**src/spi_frame_map.svh**
```systemverilog
`ifndef SPI_FRAME_MAP_SVH
`define SPI_FRAME_MAP_SVH

// ==========================================================================
// Frame layout
`define ADDR_LAST      4'hf
`define CTRL_LAST      4'h7
`define DATA_LAST      4'h7
`define CTRL_BLK_HI    7
`define CTRL_BLK_LO    3
`define CTRL_RW_BIT    2
`define CTRL_LEN_HI    1
`define CTRL_LEN_LO    0

// ==========================================================================
// Field codes
`define RW_WRITE       1'h1
`define LEN_VARIABLE   2'h0
`define LEN_ONE        2'h1
`define LEN_TWO        2'h2
`define LEN_FOUR       2'h3
`define BYTES_ONE      3'h1
`define BYTES_TWO      3'h2
`define BYTES_FOUR     3'h4
`define BLK_COMMON     5'h00
`define BLK_KIND_REG   2'h1
`define BLK_KIND_TX    2'h2
`define BLK_KIND_RX    2'h3
`define TX_MEM_BYTES   16384
`define RX_MEM_BYTES   16384
`define SOCK_BUF_INIT  2048

`endif

```
**src/spi_frame_pkg.sv**
```systemverilog
`default_nettype none
package spi_frame_pkg;

  typedef enum logic [1:0] {ph_addr, ph_ctrl, ph_data} phase_e;

  typedef enum logic [2:0] {
    blk_common, blk_sock_reg, blk_sock_tx, blk_sock_rx, blk_reserved
  } block_kind_e;

  typedef struct packed {
    block_kind_e kind;
    logic [2:0]  socket;
  } block_sel_s;

  typedef struct packed {
    logic        write;
    block_sel_s  blk;
    logic [15:0] offset;
    logic [7:0]  wdata;
  } access_s;

  typedef struct packed {
    logic        sclk_prev;
    phase_e      phase;
    logic [3:0]  bit_cnt;
    logic [15:0] shreg;
    logic [15:0] offset;
    logic [4:0]  blk_field;
    logic        rw;
    logic [1:0]  len;
    logic [2:0]  bytes_left;
    logic [7:0]  txbyte;
    logic        rd_pending;
    logic        miso;
    logic        miso_oe;
    access_s     acc;
    logic        acc_valid;
    logic        frame_done;
    logic        frame_error;
  } port_state_s;

endpackage
`default_nettype wire

```
**src/pin_sync.sv**
```systemverilog
`default_nettype none
// ==========================================================================
// Two-stage synchroniser for asynchronous pins
module pin_sync #(
  parameter int W = 3
) (
  input  wire logic         core_clk,
  input  wire logic         rstn,
  input  wire logic [W-1:0] pin_in,
  output logic      [W-1:0] pin_sync
);

  typedef struct packed {
    logic [W-1:0] meta;
    logic [W-1:0] stable;
  } sync_s;

  sync_s s;
  sync_s next_s;

  always_comb begin
    next_s.meta   = pin_in;
    next_s.stable = s.meta;
  end

  always_ff @(posedge core_clk or negedge rstn) begin
    if (!rstn) begin
      s <= '0;
    end else begin
      s <= next_s;
    end
  end

  assign pin_sync = s.stable;

endmodule
`default_nettype wire

```
**src/spi_fixed_length_frame_port.sv**
```systemverilog
// Operation
// - Variable-length mode ends the data phase when chip select rises.
// - Fixed-length mode takes data length from length codes 01/10/11; code 00 gives one byte and flags an error.
// - Both modes share identical address, control and data phase layout.
// - Write: flag 1, length 01/10/11; host drives data bytes on MOSI.
// - Read: flag 0, length 01/10/11; device returns data bytes on MISO.
// - Frame: 16-bit offset, 5-bit block, flag, 2-bit length, data, MSB first.
// - Block selector picks common, socket register, or socket buffer block.
// - Socket buffers live in shared 16KB TX and RX memories, 2KB each.
// - Buffer blocks accept the full offset range 0x0000 to 0xffff.
// - Variable-length mode uses length 00; data runs while select is low.
// - Successive data bytes go to consecutive offsets from the start offset.
`default_nettype none
`include "spi_frame_map.svh"
module spi_fixed_length_frame_port
  import spi_frame_pkg::*;
(
  input  wire logic       core_clk,
  input  wire logic       rstn,
  input  wire logic       sclk,
  input  wire logic       mosi,
  input  wire logic       chip_select_n,
  input  wire logic       fixed_length_mode,
  input  wire logic [7:0] rd_data,
  output logic            miso,
  output logic            miso_oe,
  output access_s         acc,
  output logic            acc_valid,
  output logic            frame_done,
  output logic            frame_error
);

  // ========================================================================
  // Pin synchronisation
  logic [2:0] pins;
  logic       sclk_s;
  logic       mosi_s;
  logic       cs_n_s;

  pin_sync #(.W(3)) u_sync (
    .core_clk (core_clk),
    .rstn     (rstn),
    .pin_in   ({sclk, mosi, chip_select_n}),
    .pin_sync (pins)
  );

  assign sclk_s = pins[2];
  assign mosi_s = pins[1];
  assign cs_n_s = pins[0];

  // ========================================================================
  // Helpers
  function automatic block_sel_s decode_block(input logic [4:0] f);
    block_sel_s b;
    b.socket = f[4:2];
    // Buffer blocks map into the shared 16KB memories outside this port
    case (f[1:0])
      `BLK_KIND_REG: b.kind = blk_sock_reg;
      `BLK_KIND_TX:  b.kind = blk_sock_tx;
      `BLK_KIND_RX:  b.kind = blk_sock_rx;
      default:       b.kind = (f == `BLK_COMMON) ? blk_common : blk_reserved;
    endcase
    return b;
  endfunction

  function automatic logic [2:0] len_bytes(input logic [1:0] l);
    case (l)
      `LEN_TWO:  return `BYTES_TWO;
      `LEN_FOUR: return `BYTES_FOUR;
      default:   return `BYTES_ONE;
    endcase
  endfunction

  // ========================================================================
  // Frame engine
  port_state_s s;
  port_state_s next_s;
  logic        rise;
  logic        fall;
  logic [7:0]  ctrl_byte;
  logic        last_byte;

  assign rise = sclk_s & ~s.sclk_prev;
  assign fall = ~sclk_s & s.sclk_prev;
  assign ctrl_byte = {s.shreg[6:0], mosi_s};
  assign last_byte = fixed_length_mode && (s.bytes_left == `BYTES_ONE);

  always_comb begin
    next_s = s;
    next_s.sclk_prev   = sclk_s;
    next_s.acc_valid   = 1'b0;
    next_s.frame_done  = 1'b0;
    next_s.frame_error = 1'b0;
    // Read data arrives the cycle after the strobe
    next_s.rd_pending  = s.acc_valid & ~s.acc.write;
    if (s.rd_pending) begin
      next_s.txbyte = rd_data;
    end
    if (!fixed_length_mode && cs_n_s) begin
      // Select released: abandon whatever phase was under way
      next_s.phase   = ph_addr;
      next_s.bit_cnt = '0;
      next_s.miso_oe = 1'b0;
    end else if (rise) begin
      next_s.shreg   = {s.shreg[14:0], mosi_s};
      next_s.bit_cnt = s.bit_cnt + 4'h1;
      case (s.phase)
        ph_addr: begin
          if (s.bit_cnt == `ADDR_LAST) begin
            next_s.offset  = {s.shreg[14:0], mosi_s};
            next_s.phase   = ph_ctrl;
            next_s.bit_cnt = '0;
          end
        end
        ph_ctrl: begin
          if (s.bit_cnt == `CTRL_LAST) begin
            next_s.blk_field  = ctrl_byte[`CTRL_BLK_HI:`CTRL_BLK_LO];
            next_s.rw         = ctrl_byte[`CTRL_RW_BIT];
            next_s.len        = ctrl_byte[`CTRL_LEN_HI:`CTRL_LEN_LO];
            next_s.bytes_left = len_bytes(next_s.len);
            next_s.phase      = ph_data;
            next_s.bit_cnt    = '0;
            // Fixed mode cannot end on 00; treated as one byte
            next_s.frame_error = fixed_length_mode &&
                                 (next_s.len == `LEN_VARIABLE);
            if (next_s.rw != `RW_WRITE) begin
              // First read is fetched ahead of the first falling edge
              next_s.acc.write  = 1'b0;
              next_s.acc.blk    = decode_block(next_s.blk_field);
              next_s.acc.offset = s.offset;
              next_s.acc_valid  = next_s.acc.blk.kind != blk_reserved;
              next_s.miso_oe    = 1'b1;
            end
          end
        end
        ph_data: begin
          if (s.bit_cnt == `DATA_LAST) begin
            next_s.bit_cnt    = '0;
            next_s.offset     = s.offset + 16'h1;
            next_s.bytes_left = s.bytes_left - 3'h1;
            next_s.acc.blk    = decode_block(s.blk_field);
            if (s.rw == `RW_WRITE) begin
              next_s.acc.write  = 1'b1;
              next_s.acc.offset = s.offset;
              next_s.acc.wdata  = ctrl_byte;
              next_s.acc_valid  = next_s.acc.blk.kind != blk_reserved;
            end else if (!last_byte) begin
              // Variable mode may prefetch one byte past the frame end
              next_s.acc.write  = 1'b0;
              next_s.acc.offset = s.offset + 16'h1;
              next_s.acc_valid  = next_s.acc.blk.kind != blk_reserved;
            end
            if (last_byte) begin
              next_s.phase      = ph_addr;
              next_s.miso_oe    = 1'b0;
              next_s.frame_done = 1'b1;
            end
          end
        end
        default: begin
          next_s.phase   = ph_addr;
          next_s.bit_cnt = '0;
        end
      endcase
    end else if (fall && s.phase == ph_data && s.rw != `RW_WRITE) begin
      next_s.miso   = s.txbyte[7];
      next_s.txbyte = {s.txbyte[6:0], 1'b0};
    end
  end

  always_ff @(posedge core_clk or negedge rstn) begin
    if (!rstn) begin
      s <= '0;
    end else begin
      s <= next_s;
    end
  end

  assign miso        = s.miso;
  assign miso_oe     = s.miso_oe;
  assign acc         = s.acc;
  assign acc_valid   = s.acc_valid;
  assign frame_done  = s.frame_done;
  assign frame_error = s.frame_error;

  // ========================================================================
  // Checks
  logic [2:0]  done_bytes;
  logic [15:0] last_wr_off;
  logic        wr_seen;

  always_ff @(posedge core_clk or negedge rstn) begin
    if (!rstn) begin
      done_bytes  <= '0;
      last_wr_off <= '0;
      wr_seen     <= 1'b0;
    end else begin
      if (s.phase == ph_ctrl) begin
        done_bytes <= '0;
        wr_seen    <= 1'b0;
      end else if (rise && s.phase == ph_data &&
                   s.bit_cnt == `DATA_LAST) begin
        done_bytes <= done_bytes + 3'h1;
      end
      if (s.acc_valid && s.acc.write) begin
        last_wr_off <= s.acc.offset;
        wr_seen     <= 1'b1;
      end
    end
  end
endmodule
`default_nettype wire

```
**config.mk**
```make
export PLATFORM = sky130hd
export DESIGN_NAME = spi_fixed_length_frame_port
export DESIGN_NICKNAME = d
export VERILOG_FILES = /design/src/spi_frame_pkg.sv /design/src/pin_sync.sv /design/src/spi_fixed_length_frame_port.sv
export VERILOG_INCLUDE_DIRS = /design/src
export SDC_FILE = /design/constraint.sdc
export NUM_CORES = 1
export LEC_CHECK = 0
export BUFFER_PORTS_ARGS = -buffer_cell sky130_fd_sc_hd__clkbuf_2
export CORE_MARGIN = 2
export CORE_UTILIZATION = 45
export CTS_CLUSTER_DIAMETER = 80
export DETAILED_ROUTE_END_ITERATION = 10
export SLEW_MARGIN = 20
export SYNTH_ARGS = -nofsm -noshare
export SYNTH_HDL_FRONTEND = slang
export SYNTH_SLANG_ARGS = --single-unit
```
**constraint.sdc**
```tcl
create_clock -name core_clk -period 2.64 [get_ports core_clk]
set_input_delay 0.528 -clock core_clk [delete_from_list [all_inputs] [get_ports core_clk]]
set_output_delay 0.528 -clock core_clk [all_outputs]
set_load 0.02 [all_outputs]
```
==> flow_metrics.tcl <==
set metrics [dict create \
    outcome "finished, final reports clean" \
    cp_max_fo 30 \
    synth-compound-area-share_pct 15.8 \
    period_share_pct 92.7 \
    slowest_delay_ns 0.41 \
    grt_antenna_before_repair 0 \
    gr-total-overflow 0 \
    cpMaxStageDelayCell "dfrtp_1" \
    drv_slew 0 \
    dp_cells 685 \
    maxCapViolations 0 \
    synth_edf_count 0 \
    cts_tree "built" \
    layoutNonFillerInstCount 701 \
    htree_levels 3 \
    power_density_nw_per_um2 571 \
    routed_wl_um 11000 \
    required_ns 2.89 \
    fmax_mhz 409 \
    fin_worst_skew_ns 0.00802 \
    wl_per_cell_um 15.6 \
    synth_xor_area_share_pct 0.344 \
    via_per_inst 5.55 \
    ys_ff_latch 98 \
    rsz0062_at_grt "false" \
    async_flop_share_pct 100 \
    hold_path_class "input port to asynchronous set/reset pin" \
    clockRootBuffer "clkbuf_16" \
    start_util_pct 46.6 \
    dieArea_um2 12200 \
    chipWidth_um 110 \
    synth_cells 544 \
    seq_area_frac_synth_pct 48.2 \
    core_area_um2 10900 \
    cp-start-kind "flip-flop" \
    grt_max_degree 56 \
    syn_area_per_cell_um2 9.36 \
    clkSinkCount 98 \
    io_buffers 49 \
    grt_pass1_vias 3605 \
    route.detailed.drc 0 \
    hold_violations 0 \
    cp_cell_sequence "inv_1, ha_1, buf_4, inv_1, buf_4, a21o_1, o21ai_0, o311ai_0, o21a_1" \
    peakVddDrop_uv 317 \
    cts-resized-gates 0 \
    hpwlAfterDp_um 7610 \
    drt-initial-drc-count 271 \
    diodes 0 \
    area_growth_pct 9.39 \
    synth_top_area_cell "dfrtp_1" \
    dr.pass1.iters 5 \
    synth_area_leaders "dfrtp_1 48%, nand2_1 5.3%, buf_4 4.7%" \
    cts_setup_buffers 0 \
    synth_warnings 0 \
    hold_buffers 0 \
    ys_types 53 \
    clock_latency_ns 0.35 \
    synth_top_family_by_area "simple AND/OR/NAND/NOR gates" \
    period_minus_slack_ns 2.45 \
    synth-simple-area-share_pct 19.7 \
    cts_buffers 9 \
    postRouteAntennaNets 0 \
    critPathArrivalTime_ns 2.69 \
    io_pins 50 \
    clkTransAtPathRegs_ns 0.07 \
    end_kind "flip-flop" \
    die_y_um 110 \
    critPathKind "flip-flop to flip-flop" \
    track_usage_pct 19.5 \
    rows 38 \
    via_count 3890 \
    tightest_slew_ns 0.682 \
    grt_pass1_wl_um 18400 \
    drive_gt1_share_pct 20.1 \
    maxSlewHeadroom_pct 54.1 \
    netlist_area_um2 5090 \
    leakagePower_uw 0.00264 \
    clockBufferDepth 2 \
    syn-num-nets 566 \
    synthAdderAreaFrac_pct 1.97 \
    n_fill_cell 1024 \
    place.gp.congestion 0.858 \
    ys.flop_type "dfrtp_1" \
    synthMuxAreaShare_pct 5.31 \
    fin_nets 578 \
    synth.top_cell.area_share_pct 48.2 \
    fin_setup_tns_ns 0 \
    setup_viol 0 \
]
-- kinds of logic (layout without fill, tap and decap cells) --
| kind of cell | Yosys count | after routing |
|---|---|---|
| AOI/OAI and AO/OA | 125 | 125 |
| xor gates and xnor gates | 2 | 2 |
| and+or+nand+nor | 212 | 212 |
| DFF | 98 | 98 |
| adders and majority gates | 8 | 8 |
| buffers and inverters | 74 | 91 |
| muxes | 25 | 25 |
-- through the flow --
step                hold WS, ns  worst slack, ns  instance area, µm²  utilization [%]  power (µW)
finish                    0.144            0.192                5570             50.9        3180
global route              0.185           0.0226                5570             50.9        3300
CTS                       0.164            0.172                5560             50.8        3220
detailed placement        0.335            0.191                5250             48.0        1840
global placement          0.333            0.233                5250             48.0        1840
floorplan                 0.232            0.437                5090                -        1730
-- per-layer routing --
metal | track usage [%] | routed length, µm
met5 | 0 | 0
met3 | 3.82 | 674
met2 | 28.8 | 4710
met1 | 28.7 | 5420
met4 | 6.61 | 157
-- area by class of cell --
| cell class | count | area [µm²] | share of cell area [%] |
|---|---|---|---|
| Clock buffer | 10 | 239 | 4.29 |
| Multi-Input combinational cell | 372 | 2200 | 39.5 |
| Inverter | 12 | 45.0 | 0.809 |
| Sequential cell | 98 | 2450 | 44.0 |
| Timing Repair Buffer | 63 | 382 | 6.85 |
| Tap cell | 140 | 175 | 3.15 |
| Clock inverter | 6 | 73.8 | 1.33 |
-- placed cells by master, fill, tap and decap left out, types with 3 or more instances in the layout --
| cell type | n |
|---|---|
| clkbuf_2 | 48 |
| nor2b_1 | 5 |
| o211ai_1 | 3 |
| nor2_1 | 56 |
| nor4_1 | 5 |
| o22ai_1 | 4 |
| or3_1 | 3 |
| a21oi_1 | 44 |
| dfrtp_1 | 98 |
| and3_1 | 9 |
| ha_1 | 8 |
| nor3_1 | 12 |
| nand3_1 | 23 |
| mux2_2 | 16 |
| a31oi_1 | 9 |
| buf_4 | 12 |
| clkinv_4 | 3 |
| mux2i_1 | 9 |
| clkbuf_16 | 9 |
| nand4_1 | 6 |
| nand2b_1 | 5 |
| o22ai_2 | 10 |
| inv_1 | 12 |
| nand2_1 | 72 |
| o21ai_0 | 35 |
-- final timing paths --
path                                       to             start  cells after the start  slack (ns)
min in group core_clk        u_sync.next_s[1]              mosi                      1        0.29
max reg2reg                           acc[10]             s[92]                      9        0.19
max in group asynchronous               s[79]              rstn                      2        1.82
min                                     s[37]              rstn                      1        0.14
max                                   acc[10]             s[92]                      9        0.19
min reg2reg                u_sync.pin_sync[1]  u_sync.next_s[1]                      0        0.35
-- sequential cells by signal, indices dropped and copies added, names as in the netlist --
register	flops
acc	31
acc_valid	1
ctrl_byte	7
frame_done	1
frame_error	1
miso	1
miso_oe	1
s	49
u_sync.next_s	3
u_sync.pin_sync	3
-- critical path: cells and delay by family (launching register included) --
family	cells	cell delay (ns)
buffers and inverters	4	0.85
AOI/OAI and AO/OA	4	0.81
adders and majority gates	1	0.28
DFF	1	0.41
-- cells in the mapped netlist (4+ instances only) --
cell / count
buf_2: 5
nor2b_1: 5
a21oi_1: 44
nor2_1: 56
nor4_1: 5
dfrtp_1: 98
clkbuf_1: 20
mux2_2: 16
nand3_1: 24
nand2b_1: 5
nand4_1: 6
ha_1: 8
nor3_1: 12
o22ai_2: 10
a31oi_1: 9
buf_4: 32
mux2i_1: 9
o21ai_0: 35
o22ai_1: 4
inv_1: 12
and3_1: 9
buf_6: 5
nand2_1: 72
-- where the power goes --
group          leakage (µW)  switching [µW]  internal [µW]
Combinational       0.00123             103           66.8
Sequential          0.00126            88.4           1550
Clock              0.000154             597            773
No activity file was read; power rests on OpenSTA's default activity.
